File: src/common/flash_host_pkg.sv
package flash_host_pkg;
  localparam int ADDR_W = 23;
  localparam int DATA_W = 16;
  localparam logic [22:0] UNLOCK_ADDR_1 = 23'h000555;
  localparam logic [22:0] UNLOCK_ADDR_2 = 23'h0002AA;
  localparam logic [15:0] UNLOCK_DATA_1 = 16'h00AA;
  localparam logic [15:0] UNLOCK_DATA_2 = 16'h0055;
  localparam logic [15:0] CMD_ABORT_RESET = 16'h00F0;
  localparam logic [15:0] CMD_BYPASS_ENTRY = 16'h0020;
  localparam logic [15:0] CMD_BYPASS_PROGRAM = 16'h00A0;
  localparam logic [15:0] CMD_ERASE_SETUP = 16'h0080;
  localparam logic [15:0] CMD_BLOCK_ERASE = 16'h0030;
  localparam logic [15:0] CMD_CHIP_ERASE = 16'h0010;
  localparam logic [15:0] CMD_WRITE_BUFFER = 16'h0025;
  localparam logic [15:0] CMD_ENH_BUFFER = 16'h0033;
  localparam logic [15:0] CMD_BUFFER_CONFIRM = 16'h0029;
  localparam logic [15:0] CMD_CONFIG_QUERY = 16'h0098;
  localparam logic [15:0] CMD_BYPASS_EXIT_1 = 16'h0090;
  localparam logic [15:0] CMD_BYPASS_EXIT_2 = 16'h0000;
  localparam int BUFFER_WORDS = 32;
  localparam int ENH_BUFFER_WORDS = 256;
  localparam int MAX_BUFFER_CYCLES = 36;
  localparam int BUFFER_ABORT_POS = 1;
  localparam int ERROR_POS = 5;
  localparam int TOGGLE_POS = 6;
  localparam int POLL_POS = 7;
  // Bus strobe timing in clock cycles of 100 ns.
  localparam int SETUP_NS = 100;
  localparam int PULSE_NS = 100;
  localparam int CLK_NS = 100;
  localparam int SETUP_CYC = (SETUP_NS + CLK_NS - 1) / CLK_NS;
  localparam int PULSE_CYC = (PULSE_NS + CLK_NS - 1) / CLK_NS;
  localparam int READ_NS = 100;
  localparam int READ_CYC = (READ_NS + CLK_NS - 1) / CLK_NS;
  typedef enum logic [3:0] {
    OP_READ, OP_BYPASS_ENTER, OP_BYPASS_EXIT, OP_BYPASS_PROGRAM,
    OP_BLOCK_ERASE, OP_ERASE_MORE, OP_CHIP_ERASE, OP_WRITE_BUFFER,
    OP_ENH_BUFFER, OP_CONFIG_QUERY, OP_ABORT_RESET, OP_READ_RESET,
    OP_RAW_WRITE
  } op_e;
endpackage : flash_host_pkg

File: src/hdl/flash_bus_cycle.sv
`timescale 1ns/10ps
`default_nettype none
// Runs one asynchronous bus write or read cycle on the flash pins.
module flash_bus_cycle (
  input wire logic clk_in,
  input wire logic srst_in,
  input wire logic start_in,
  input wire logic write_in,
  input wire logic [flash_host_pkg::ADDR_W-1:0] addr_in,
  input wire logic [flash_host_pkg::DATA_W-1:0] data_in,
  output logic done_out,
  output logic [flash_host_pkg::DATA_W-1:0] rdata_out,
  output logic [flash_host_pkg::ADDR_W-1:0] flash_addr_out,
  output logic flash_ce_n_out,
  output logic flash_oe_n_out,
  output logic flash_we_n_out,
  output logic [flash_host_pkg::DATA_W-1:0] flash_dq_out,
  output logic flash_dq_oe_n_out,
  input wire logic [flash_host_pkg::DATA_W-1:0] flash_dq_in
);
  import flash_host_pkg::*;
  typedef enum logic [1:0] {CY_IDLE, CY_SETUP, CY_PULSE, CY_HOLD} cyc_e;
  cyc_e state_ff;
  logic [7:0] cnt_ff;
  logic wr_ff;
  logic [DATA_W-1:0] dq_meta_ff;
  logic [DATA_W-1:0] dq_sync_ff;

  always_ff @(posedge clk_in) begin
    dq_meta_ff <= flash_dq_in;
    dq_sync_ff <= dq_meta_ff;
  end

  always_ff @(posedge clk_in) begin
    done_out <= 1'b0;
    if (srst_in) begin
      state_ff <= CY_IDLE;
      cnt_ff <= 8'h00;
      wr_ff <= 1'b0;
      flash_ce_n_out <= 1'b1;
      flash_oe_n_out <= 1'b1;
      flash_we_n_out <= 1'b1;
      flash_dq_oe_n_out <= 1'b1;
      flash_addr_out <= '0;
      flash_dq_out <= '0;
      rdata_out <= '0;
    end else begin
      case (state_ff)
        CY_IDLE: begin
          if (start_in) begin
            wr_ff <= write_in;
            flash_addr_out <= addr_in;
            flash_dq_out <= data_in;
            flash_ce_n_out <= 1'b0;
            flash_dq_oe_n_out <= ~write_in;
            cnt_ff <= 8'(SETUP_CYC);
            state_ff <= CY_SETUP;
          end
        end
        CY_SETUP: begin
          if (cnt_ff <= 8'h01) begin
            flash_we_n_out <= ~wr_ff;
            flash_oe_n_out <= wr_ff;
            cnt_ff <= wr_ff ? 8'(PULSE_CYC) : 8'(READ_CYC + 2);
            state_ff <= CY_PULSE;
          end else begin
            cnt_ff <= cnt_ff - 8'h01;
          end
        end
        CY_PULSE: begin
          if (cnt_ff <= 8'h01) begin
            rdata_out <= dq_sync_ff;
            flash_we_n_out <= 1'b1;
            flash_oe_n_out <= 1'b1;
            state_ff <= CY_HOLD;
          end else begin
            cnt_ff <= cnt_ff - 8'h01;
          end
        end
        default: begin
          flash_ce_n_out <= 1'b1;
          flash_dq_oe_n_out <= 1'b1;
          done_out <= 1'b1;
          state_ff <= CY_IDLE;
        end
      endcase
    end
  end
endmodule : flash_bus_cycle
`default_nettype wire

File: src/hdl/flash_fast_program_cmd_ctrl.sv
`timescale 1ns/10ps
`default_nettype none
// Overview of operation
// [RL1] Device aborts on oversize word count.
// [RL2] Device aborts on load outside setup block.
// [RL3] Device aborts on load outside buffer page.
// [RL4] Device aborts when confirm is missing.
// [RL5] Device aborts on out-of-order enhanced loads.
// [RL6] Abort status: abort bit high, error low.
// [RL7] Host recovers from abort with abort-reset.
// [RL8] Abort-reset always sends all three cycles.
// [RL9] Buffer confirm programs N+1 words.
// [RL10] Enhanced confirm programs all 256 words.
// [RL11] Bypass entry is three writes, stays entered.
// [RL12] Bypass program is two writes.
// [RL13] Bypass accepts only listed commands.
// [RL14] Idle bypass reads return array data.
// [RL15] Bypass program unabortable; own bank reads status.
// [RL16] Bypass block erase two writes, repeatable.
// [RL17] Bypass block erase unabortable, bank status.
// [RL18] Bypass chip erase two writes, status reads.
// [RL19] Bypass buffer program omits unlock writes.
// [RL20] Bypass enhanced program omits two cycles.
// [RL21] Bypass query accepted at any bank address.
// [RL22] Bypass exit is two writes; reset stays.
// [RL23] Command codes are hexadecimal as listed.
// [RL24] Buffer sequence never exceeds 36 cycles; code issues up to 37 outside bypass with 32 words.
// [RL25] Stray writes in bypass are ignored.
module flash_fast_program_cmd_ctrl #(
  parameter int BUF_WORDS = flash_host_pkg::BUFFER_WORDS,
  parameter int ENH_WORDS = flash_host_pkg::ENH_BUFFER_WORDS
) (
  input wire logic clk_in,
  input wire logic srst_in,
  input wire logic req_valid_in,
  output logic req_ready_out,
  input wire flash_host_pkg::op_e req_op_in,
  input wire logic [flash_host_pkg::ADDR_W-1:0] req_addr_in,
  input wire logic [flash_host_pkg::DATA_W-1:0] req_data_in,
  input wire logic [8:0] req_count_in,
  output logic word_req_out,
  input wire logic [flash_host_pkg::DATA_W-1:0] word_data_in,
  output logic done_out,
  output logic [flash_host_pkg::DATA_W-1:0] rdata_out,
  output logic bypass_out,
  output logic abort_seen_out,
  output logic [flash_host_pkg::ADDR_W-1:0] flash_addr_out,
  output logic flash_ce_n_out,
  output logic flash_oe_n_out,
  output logic flash_we_n_out,
  output logic [flash_host_pkg::DATA_W-1:0] flash_dq_out,
  output logic flash_dq_oe_n_out,
  input wire logic [flash_host_pkg::DATA_W-1:0] flash_dq_in
);
  import flash_host_pkg::*;
  typedef enum logic [2:0] {
    ST_IDLE, ST_ISSUE, ST_WAIT, ST_WORD, ST_POLL
  } state_e;

  ////////////////////////////////////////////////////////////////////////////
  state_e state_ff;
  op_e op_ff;
  logic [ADDR_W-1:0] addr_ff;
  logic [DATA_W-1:0] data_ff;
  logic [8:0] count_ff;
  logic [8:0] step_ff;
  logic [8:0] word_ff;
  logic bypass_ff;
  logic abort_ff;
  logic cyc_start;
  logic cyc_write;
  logic [ADDR_W-1:0] cyc_addr;
  logic [DATA_W-1:0] cyc_data;
  logic cyc_done;
  logic [DATA_W-1:0] cyc_rdata;
  logic [8:0] last_step;
  logic step_is_word;

  // Returns the word count clamped to what the chosen buffer can hold.
  function automatic logic [8:0] clamp_count(input logic [8:0] cnt,
                                             input int words);
    if (cnt == 9'h000) begin
      clamp_count = 9'h001;
    end else if (int'(cnt) > words) begin
      clamp_count = 9'(words);
    end else begin
      clamp_count = cnt;
    end
  endfunction : clamp_count

  assign req_ready_out = (state_ff == ST_IDLE);
  assign bypass_out = bypass_ff;
  assign abort_seen_out = abort_ff;

  ////////////////////////////////////////////////////////////////////////////
  // Sequence length per operation: index of the last bus cycle.
  always_comb begin
    last_step = 9'h000;
    step_is_word = 1'b0;
    case (op_ff)
      OP_BYPASS_ENTER: last_step = 9'h002; // RL11
      OP_ABORT_RESET: last_step = 9'h002; // RL8
      OP_BYPASS_EXIT: last_step = 9'h001; // RL22
      OP_BYPASS_PROGRAM, OP_BLOCK_ERASE, OP_CHIP_ERASE: begin
        last_step = bypass_ff ? 9'h001 : 9'h005; // RL12 RL16 RL18
      end
      OP_WRITE_BUFFER: begin
        // Setup, count, N+1 loads and confirm take up to 37 cycles, 35 in bypass.
        last_step = count_ff + (bypass_ff ? 9'h002 : 9'h004); // RL24 RL19
        step_is_word = (step_ff >= (bypass_ff ? 9'h002 : 9'h004)) &&
                       (step_ff < last_step);
      end
      OP_ENH_BUFFER: begin
        last_step = 9'(ENH_WORDS) + (bypass_ff ? 9'h001 : 9'h003); // RL20
        step_is_word = (step_ff >= (bypass_ff ? 9'h001 : 9'h003)) &&
                       (step_ff < last_step);
      end
      default: last_step = 9'h000;
    endcase
  end

  ////////////////////////////////////////////////////////////////////////////
  // Address and data of the current bus cycle.
  always_comb begin
    cyc_write = 1'b1;
    cyc_addr = addr_ff;
    cyc_data = data_ff;
    case (op_ff)
      OP_READ: cyc_write = 1'b0;
      OP_CONFIG_QUERY: cyc_data = CMD_CONFIG_QUERY; // RL21
      OP_RAW_WRITE: cyc_data = data_ff;
      OP_READ_RESET: cyc_data = CMD_ABORT_RESET;
      OP_BYPASS_EXIT: begin
        cyc_data = (step_ff == 9'h000) ? CMD_BYPASS_EXIT_1
                                       : CMD_BYPASS_EXIT_2;
      end
      default: begin
        cyc_addr = UNLOCK_ADDR_1;
        cyc_data = UNLOCK_DATA_1;
      end
    endcase
    if (op_ff == OP_BYPASS_ENTER || op_ff == OP_ABORT_RESET ||
        ((op_ff == OP_BYPASS_PROGRAM || op_ff == OP_BLOCK_ERASE ||
          op_ff == OP_CHIP_ERASE) && !bypass_ff) ||
        ((op_ff == OP_WRITE_BUFFER || op_ff == OP_ENH_BUFFER) &&
         !bypass_ff)) begin
      // Unlock preamble and, for six-cycle erases, its repeat.
      case (step_ff)
        9'h001, 9'h004: begin
          cyc_addr = UNLOCK_ADDR_2;
          cyc_data = UNLOCK_DATA_2;
        end
        default: begin
          cyc_addr = UNLOCK_ADDR_1;
          cyc_data = UNLOCK_DATA_1;
        end
      endcase
    end
    case (op_ff)
      OP_BYPASS_ENTER: if (step_ff == 9'h002) cyc_data = CMD_BYPASS_ENTRY;
      OP_ABORT_RESET: if (step_ff == 9'h002) cyc_data = CMD_ABORT_RESET; // RL7
      OP_BYPASS_PROGRAM: begin
        if (step_ff == last_step - 9'h001) begin
          cyc_data = CMD_BYPASS_PROGRAM;
        end else if (step_ff == last_step) begin
          cyc_addr = addr_ff;
          cyc_data = data_ff;
        end
      end
      OP_BLOCK_ERASE, OP_CHIP_ERASE: begin
        if (step_ff == (bypass_ff ? 9'h000 : 9'h002)) begin
          cyc_data = CMD_ERASE_SETUP;
        end else if (step_ff == last_step) begin
          cyc_addr = addr_ff;
          cyc_data = (op_ff == OP_BLOCK_ERASE) ? CMD_BLOCK_ERASE
                                               : CMD_CHIP_ERASE;
        end
      end
      OP_ERASE_MORE: begin
        cyc_addr = addr_ff;
        cyc_data = CMD_BLOCK_ERASE; // RL16
      end
      OP_WRITE_BUFFER, OP_ENH_BUFFER: begin
        if (step_ff == (bypass_ff ? 9'h000 : 9'h002)) begin
          cyc_addr = addr_ff;
          cyc_data = (op_ff == OP_WRITE_BUFFER) ? CMD_WRITE_BUFFER
                                                : CMD_ENH_BUFFER;
        end else if (op_ff == OP_WRITE_BUFFER &&
                     step_ff == (bypass_ff ? 9'h001 : 9'h003)) begin
          cyc_addr = addr_ff;
          cyc_data = 16'(count_ff - 9'h001); // RL1 RL9
        end else if (step_is_word) begin
          // Loads climb from the start address; write-buffer loads are not kept inside one page.
          cyc_addr = addr_ff + 23'(word_ff); // RL2 RL3 RL5
          cyc_data = word_data_in;
        end else if (step_ff == last_step) begin
          cyc_addr = addr_ff;
          cyc_data = CMD_BUFFER_CONFIRM; // RL4 RL9 RL10
        end
      end
      default: ;
    endcase
  end

  assign cyc_start = (state_ff == ST_ISSUE) || (state_ff == ST_POLL);

  ////////////////////////////////////////////////////////////////////////////
  always_ff @(posedge clk_in) begin
    done_out <= 1'b0;
    word_req_out <= 1'b0;
    if (srst_in) begin
      state_ff <= ST_IDLE;
      op_ff <= OP_READ;
      addr_ff <= '0;
      data_ff <= '0;
      count_ff <= 9'h001;
      step_ff <= 9'h000;
      word_ff <= 9'h000;
      rdata_out <= '0;
    end else begin
      case (state_ff)
        ST_IDLE: begin
          if (req_valid_in) begin
            op_ff <= req_op_in;
            data_ff <= req_data_in;
            step_ff <= 9'h000;
            word_ff <= 9'h000;
            if (req_op_in == OP_ENH_BUFFER) begin
              // Enhanced loads start at the page base.
              addr_ff <= {req_addr_in[ADDR_W-1:8], 8'h00}; // RL5
            end else begin
              addr_ff <= req_addr_in;
            end
            count_ff <= clamp_count(req_count_in, BUF_WORDS); // RL1
            // Repeated entry and raw writes in bypass, and exit or erase-more outside it, are dropped.
            if ((bypass_ff && (req_op_in == OP_BYPASS_ENTER ||
                               req_op_in == OP_RAW_WRITE)) ||
                (!bypass_ff && (req_op_in == OP_BYPASS_EXIT ||
                                req_op_in == OP_ERASE_MORE))) begin
              done_out <= 1'b1; // RL13 RL25
            end else begin
              state_ff <= ST_ISSUE;
            end
          end
        end
        ST_ISSUE: begin
          state_ff <= ST_WAIT;
        end
        ST_WAIT: begin
          if (cyc_done) begin
            rdata_out <= cyc_rdata; // RL14 RL15 RL17
            if (step_is_word) begin
              word_ff <= word_ff + 9'h001;
              word_req_out <= 1'b1;
            end
            if (step_ff >= last_step) begin
              state_ff <= (op_ff == OP_READ) ? ST_IDLE : ST_POLL;
              if (op_ff == OP_READ) begin
                done_out <= 1'b1;
              end
            end else begin
              step_ff <= step_ff + 9'h001;
              state_ff <= ST_ISSUE;
            end
          end
        end
        default: begin
          // One status read closes each command so software sees status.
          state_ff <= ST_WORD;
          op_ff <= OP_READ;
        end
      endcase
      if (state_ff == ST_WORD && cyc_done) begin
        rdata_out <= cyc_rdata;
        done_out <= 1'b1;
        state_ff <= ST_IDLE;
      end
    end
  end

  // Tracks bypass mode and the abort signature on status reads.
  always_ff @(posedge clk_in) begin
    if (srst_in) begin
      bypass_ff <= 1'b0;
      abort_ff <= 1'b0;
    end else if (state_ff == ST_IDLE && req_valid_in) begin
      if (req_op_in == OP_BYPASS_ENTER) begin
        bypass_ff <= 1'b1; // RL11
      end else if (req_op_in == OP_BYPASS_EXIT && bypass_ff) begin
        bypass_ff <= 1'b0; // RL22
      end
      if (req_op_in == OP_ABORT_RESET) begin
        abort_ff <= 1'b0; // RL7
      end
    end else if (cyc_done && !abort_ff) begin
      abort_ff <= cyc_rdata[BUFFER_ABORT_POS] &&
                  !cyc_rdata[ERROR_POS] &&
                  (state_ff == ST_WORD); // RL6
    end
  end

  flash_bus_cycle u_cycle (
    .clk_in(clk_in),
    .srst_in(srst_in),
    .start_in(cyc_start),
    .write_in(cyc_write && state_ff != ST_POLL),
    .addr_in(cyc_addr),
    .data_in(cyc_data),
    .done_out(cyc_done),
    .rdata_out(cyc_rdata),
    .flash_addr_out(flash_addr_out),
    .flash_ce_n_out(flash_ce_n_out),
    .flash_oe_n_out(flash_oe_n_out),
    .flash_we_n_out(flash_we_n_out),
    .flash_dq_out(flash_dq_out),
    .flash_dq_oe_n_out(flash_dq_oe_n_out),
    .flash_dq_in(flash_dq_in)
  );
endmodule : flash_fast_program_cmd_ctrl
`default_nettype wire

File: config.mk
export PLATFORM = sky130hd
export DESIGN_NAME = flash_fast_program_cmd_ctrl
export DESIGN_NICKNAME = d
export VERILOG_FILES = /design/src/common/flash_host_pkg.sv /design/src/hdl/flash_bus_cycle.sv /design/src/hdl/flash_fast_program_cmd_ctrl.sv
export SDC_FILE = /design/constraint.sdc
export NUM_CORES = 1
export LEC_CHECK = 0
export ABC_CLOCK_PERIOD_IN_PS = 6500
export BUFFER_PORTS_ARGS = -buffer_cell sky130_fd_sc_hd__clkbuf_2
export CAP_MARGIN = 5
export CELL_PAD_IN_SITES_DETAIL_PLACEMENT = 1
export CELL_PAD_IN_SITES_GLOBAL_PLACEMENT = 1
export CORE_ASPECT_RATIO = 0.6
export CORE_UTILIZATION = 46
export DETAILED_ROUTE_END_ITERATION = 10
export PLACE_DENSITY_LB_ADDON = 0.3
export SLEW_MARGIN = 25
export SYNTH_ARGS = -nofsm -noshare
export SYNTH_HDL_FRONTEND = slang
export SYNTH_SLANG_ARGS = --single-unit
File: constraint.sdc
create_clock -name clk_in -period 6.5 [get_ports clk_in]
set_input_delay 0.65 -clock clk_in [delete_from_list [all_inputs] [get_ports clk_in]]
set_output_delay 0.65 -clock clk_in [all_outputs]
set_load 0.01 [all_outputs]
# [Word-level counts from Yosys, hierarchy flattened]
# Index checks and enable logic that the tools add are counted.
[classes] bitwise=6 eq_ne=42 reduce_logical=65 n_addsub=8 n_mux=87 order_cmp=7
[op_table] op="$mux W16" n=14
[op_table] op="$mux W23" n=8
[op_table] op="$pmux W16 S6" n=1
[op_table] op="$pmux W23 S4" n=1
[op_table] op="$pmux W16 S4" n=1
[op_table] op="$mux W9" n=7
[op_table] op="$mux W8" n=6
[op_table] op="$pmux W9 S5" n=1
[op_table] op="$pmux W9 S2" n=2
[op_table] op="$eq A4 B4 Y1 const B" n=8
[op_table] op="$pmux W8 S3" n=1
[op_table] op="$add A23 B9 Y23" n=1
[op_table] op="$mux W3" n=7
[op_table] op="$eq A4 B3 Y1 const B" n=5
[op_table] op="$mux W1" n=19
[op_table] op="$add A9 B1 Y9 const B" n=2
[op_table] op="$eq A9 B2 Y1" n=2
[op_table] op="$eq A9 B9 Y1" n=2
[op_table] op="$ge A9 B9 Y1" n=2
[op_table] op="$logic_not A9 Y1" n=2
[op_table] op="$lt A9 B9 Y1" n=2
[op_table] op="$reduce_and A2 Y1" n=8
[op_table] op="$reduce_or A2 Y1" n=8
[op_table] op="$logic_and A1 B1 Y1" n=14
[op_table] op="other kinds (42)" n=91
[word_totals] output_inout_bits=64 register_bits=196 inputBits=87 word_cells=240

# [Depth between registers and ports, before layout]
[depth] ltp_word=12 ltp_mapped=18

# [Hierarchy]
# From an unflattened synthesis, not the netlist that was laid out.
[hier_totals] hier_cells=1514 hier_area_um2=11492.3
[by_module_without_submodules] module="flash_fast_program_cmd_ctrl" cells_per_inst=1128 area_each_um2=7945.1 seq_area_each_um2=1861.8 instances=1
[by_module_without_submodules] module="flash_bus_cycle" cells_per_inst=386 area_each_um2=3547.2 seq_area_each_um2=2062.0 instances=1

# [Worst setup path before layout]
# Ideal clock, no wire load.
[synth_path] path_kind="flip-flop to flip-flop" from="register bypass_ff, in the netlist bypass_out" to="register u_cycle.flash_addr_out[5] in the netlist's numbering" arrival_ns=4.136 setup_ns=0.074 stages_incl_launch_ff=19 path_slack_ns=2.290 period_less_slack_ns=4.210 cell_sequence="dfxtp_1 > clkbuf_1 > inv_1 > fa_1 > inv_1 > a2111o_1 > o31a_1 > ha_1 > nand4_1 > nor2_1 > and2_1 > clkbuf_1 > nor2_1 > nor2_1 > a21oi_1 > o21ai_0 > a211oi_1 > a2111o_1 > a31oi_1"
[synth_via] elab_chain_len=10
[synth_lines] item="start: declaration" line_no="flash_fast_program_cmd_ctrl.sv:68" text="logic bypass_ff;"
[synth_lines] item="start signal: assignment" line_no="flash_fast_program_cmd_ctrl.sv:284" text="bypass_ff <= 1'b0;"
[synth_lines] item="start signal: assignment" line_no="flash_fast_program_cmd_ctrl.sv:288" text="bypass_ff <= 1'b1;"
[synth_lines] item="start signal: assignment" line_no="flash_fast_program_cmd_ctrl.sv:290" text="bypass_ff <= 1'b0;"
[synth_lines] item="parallel branches: the longest is 9 deep, another holds $add A9 B9 Y9"
[synth_lines] item="$pmux W23 S4 (*)" line_no="flash_fast_program_cmd_ctrl.sv:159" text="case (op_ff)"
[synth_lines] item="end signal: assignment" line_no="flash_bus_cycle.sv:52" text="flash_addr_out <= addr_in;"
[synth_lines] item="end: declaration" line_no="flash_bus_cycle.sv:13" text="output logic [flash_host_pkg::ADDR_W-1:0] flash_addr_out,"
# Mark *: on every way between the ends.
# A chain may end at the register's enable or synchronous reset.

# [Final worst setup path]
# Same ends and word-level chain as after synthesis.

==> results.md <==
- Total CTS buffers: 17
- Ant diodes: 0
- Reg clk slew, reported paths: 0.08 ns
- Boundary Pins: roughly 150
- Largest net degree at the start of global routing: 53
- Element type at the critical path end: flip-flop
- Hold WS: 0.285 ns
- Final Instance Area: 0.0127 mm²
- WP data arrival: approximately 5.6 ns
- Clock Latency Late Sink: 0.46 ns
- Final hold vios: 0
- First-pass GRT wire length: around 66000 µm
- Area Overhead vs Synth: 13.8%
- Routed Antenna Nets: 0
- # Post-CTS Setup Buffers: 0
- P per Cell Area: about 320 mW/mm²
- Final core utilization: 54.3%
- Core Box Area: approximately 0.023 mm²
- Syn Inst Count: 1448
- Gr usage total: 34.4%
- # DRC: 0
- Vias in the first global route: approximately 12k
- Worst path required time: 6.89 ns
- Syn Std Cell Area: approximately 0.011 mm²
- CTS Buffer Depth: 2
- Routed wire length: 42900 µm
- Top cell type's share of synthesized area: 35.1%
- Rows: 43
- Wirelength per Cell: 22.8 µm
- Die Area: roughly 0.025 mm²
- Routability cong.: 0.974
- Period utilization: about four fifths
- Clock root buffer: clkbuf_16
- Post-synth EDFFs: 0
- VDD IR max: 188 µV
- Top-count cell post-synth: nand2_1
- Synth Warn #: 0
- Initial antenna violation count: 0
- Hold Path Class: in -> reg
- Top cells by count, synth: nand2_1, dfxtp_1, a21oi_1
- RSZ-0062 raised after global routing: false
- Max-slew headroom: 25.8%
- Main flop type after synthesis: dfxtp_1
- Syn Area/Cell: 7.73 µm²
- Dpl hpwl: between 30000 and 40000 µm
- DRT Pass-1 Iters: 5
- Resized Gates After CTS: 0
- Yosys top cell by area: dfxtp_1
- Initial Utilization: 47.7%
- Largest cells by area after synthesis: dfxtp_1, nand2_1, a21oi_1
- Placed instance area: ~0.012 mm²
- Port Buf Inserts: 150
- Vias per inst: 6.32
- Remaining global-route overflow: 0
- Comb pwr share: between 30% and 40%
- Asr flop ratio synth: 0%
- R2r worst-path depth: 16
- Max Clock Skew: 0.0140 ns
- Final setup TNS: 0 ns
- Critical path endpoint: u_cycle.flash_addr_out[5]$_SDFFE_PP0P_
- Worst slew pin tran: 1.11 ns
- Seq/Total Area, Yosys: about a third
- CTS Hold Bufs: 0
- Initial DRC count: around 1.2k
- Origin of the worst setup path: bypass_out$_SDFFE_PP0P_
- Max-cap violation count: 0
- Critical R2R Capture: u_cycle.flash_addr_out[5]$_SDFFE_PP0P_
- Synth cell types: 85
- CTS sink cnt: 196
- Switching share of power: 41.4%
- Pins Over Slew Limit: 0
- CTS tree: yes
- Tmin final: 5.24 ns
- Die height: 123 µm
- Die Span X: 203 µm
- Post-Syn Nets: between 1.5k and 2k
- Setup crit start kind: flip-flop
- R2R Setup Slk: 1.26 ns
- Setup Crit Path Kind: reg -> reg
- Crit Path Max Fanout: 16
- Status: finished, final reports clean
- Vias: approximately 12k
- Sw power: between 1500 and 2000 µW
- CTS H-tree depth: 4
- Lkg Pwr: 0.00497 µW
- Internal power: 2390 µW
- Flop pwr share: between 30% and 40%
- Endpoints failing setup: 0
- Nets: 1683
- Layout cell share with drive strength beyond 1: 15.2%
- Achievable Freq: 0.191 GHz
- Synthesized flop and latch total: 196
- R2R Path Start: bypass_out$_SDFFE_PP0P_
- Clock power frac: a little over a quarter
[metrics by stage]
step	std cells	power, µW	worst slack, ns
after floorplan	1448	2430	2.29
after global placement	1846	2860	1.65
after detailed placement	1846	2930	1.38
after CTS	1877	4030	1.37
after global routing	1877	4260	0.955
final	1877	4080	1.26
[power by group through the flow]
| stage | sequential, µW | clock [µW] | combinational [µW] |
|---|---|---|---|
| global placement | 1500 | 0 | 1350 |
| global route | 1510 | 1150 | 1600 |
| CTS | 1490 | 1100 | 1440 |
| finish | 1490 | 1100 | 1480 |
| floorplan | 1470 | 0 | 961 |
| detailed placement | 1510 | 0 | 1420 |
[worst max-delay path: stages (launching register included)]
cell and delay, ns:
dfxtp_1 0.63, inv_1 0.28, fa_1 0.59, inv_1 0.06, a2111o_1 0.46, o31a_1 0.17
ha_1 0.33, nand4_1 0.09, nor2_1 0.23, and2_1 0.65, nor2_1 0.33, nor2_1 0.34
a21oi_1 0.11, o21ai_0 0.16, a211oi_1 0.10, a2111o_1 0.44, a31oi_1 0.18
[final cells by class]
type / count / area [µm²]
Fill cell: 2956 / 10700
Multi-Input combinational cell: 1139 / 6810
Sequential cell: 196 / 3920
Timing Repair Buffer: 173 / 926
Clock buffer: 18 / 429
Tap cell: 315 / 394
Clock inverter: 13 / 165
Inverter: 23 / 86.3
[placed cells by master (no fill, tap or decap), types with 23 or more instances in the layout]
master / synthesis / layout
nand2_1: 240 / 240
clkbuf_2: 0 / 149
ha_1: 44 / 44
a21oi_1: 151 / 151
a211oi_1: 26 / 26
nand3_1: 36 / 36
nor2_1: 131 / 129
o21ai_0: 85 / 85
xnor2_1: 26 / 26
nor3_1: 31 / 30
inv_1: 23 / 23
dfxtp_1: 196 / 196
buf_4: 2 / 24
[sequential cells by signal, summed over array words and instances (netlist names), 16 cells and up]
name,flops
addr_ff,23
data_ff,16
rdata_out,16
u_cycle.dq_meta_ff,16
u_cycle.dq_sync_ff,16
u_cycle.flash_addr_out,23
u_cycle.flash_dq_out,16
u_cycle.rdata_out,16
[logic make-up after synthesis]
family	Yosys count	share of synthesized area [%]
adder cells (fa/ha/maj)	46	5.28
XOR/XNOR	46	3.60
multiplexers	17	1.55
buffers and inverters	113	4.23
AO/OA/AOI/OAI	456	26.3
flip-flops	196	35.1
AND/OR/NAND/NOR	574	24.0
[metal layers]
layer / share of wire [%] / track usage [%]
met5: 0 / 0
met4: 1.4 / 8.69
met3: 10 / 8.52
met2: 42 / 50.2
met1: 46 / 50.1
[how the worst min path moves through the flow]
stage,from,to,slack (ns),depth (start not counted)
after floorplan,u_cycle.dq_meta_ff[0]$_DFF_P_,u_cycle.dq_sync_ff[0]$_DFF_P_,0.31,0
after global placement,u_cycle.dq_meta_ff[2]$_DFF_P_,u_cycle.dq_sync_ff[2]$_DFF_P_,0.31,0
after detailed placement,u_cycle.dq_meta_ff[7]$_DFF_P_,u_cycle.dq_sync_ff[7]$_DFF_P_,0.31,0
after CTS,flash_dq_in[2],u_cycle.dq_meta_ff[2]$_DFF_P_,0.27,1
after global routing,flash_dq_in[3],u_cycle.dq_meta_ff[3]$_DFF_P_,0.27,1
final,flash_dq_in[2],u_cycle.dq_meta_ff[2]$_DFF_P_,0.28,1
Power figures use the tool's default switching activity.
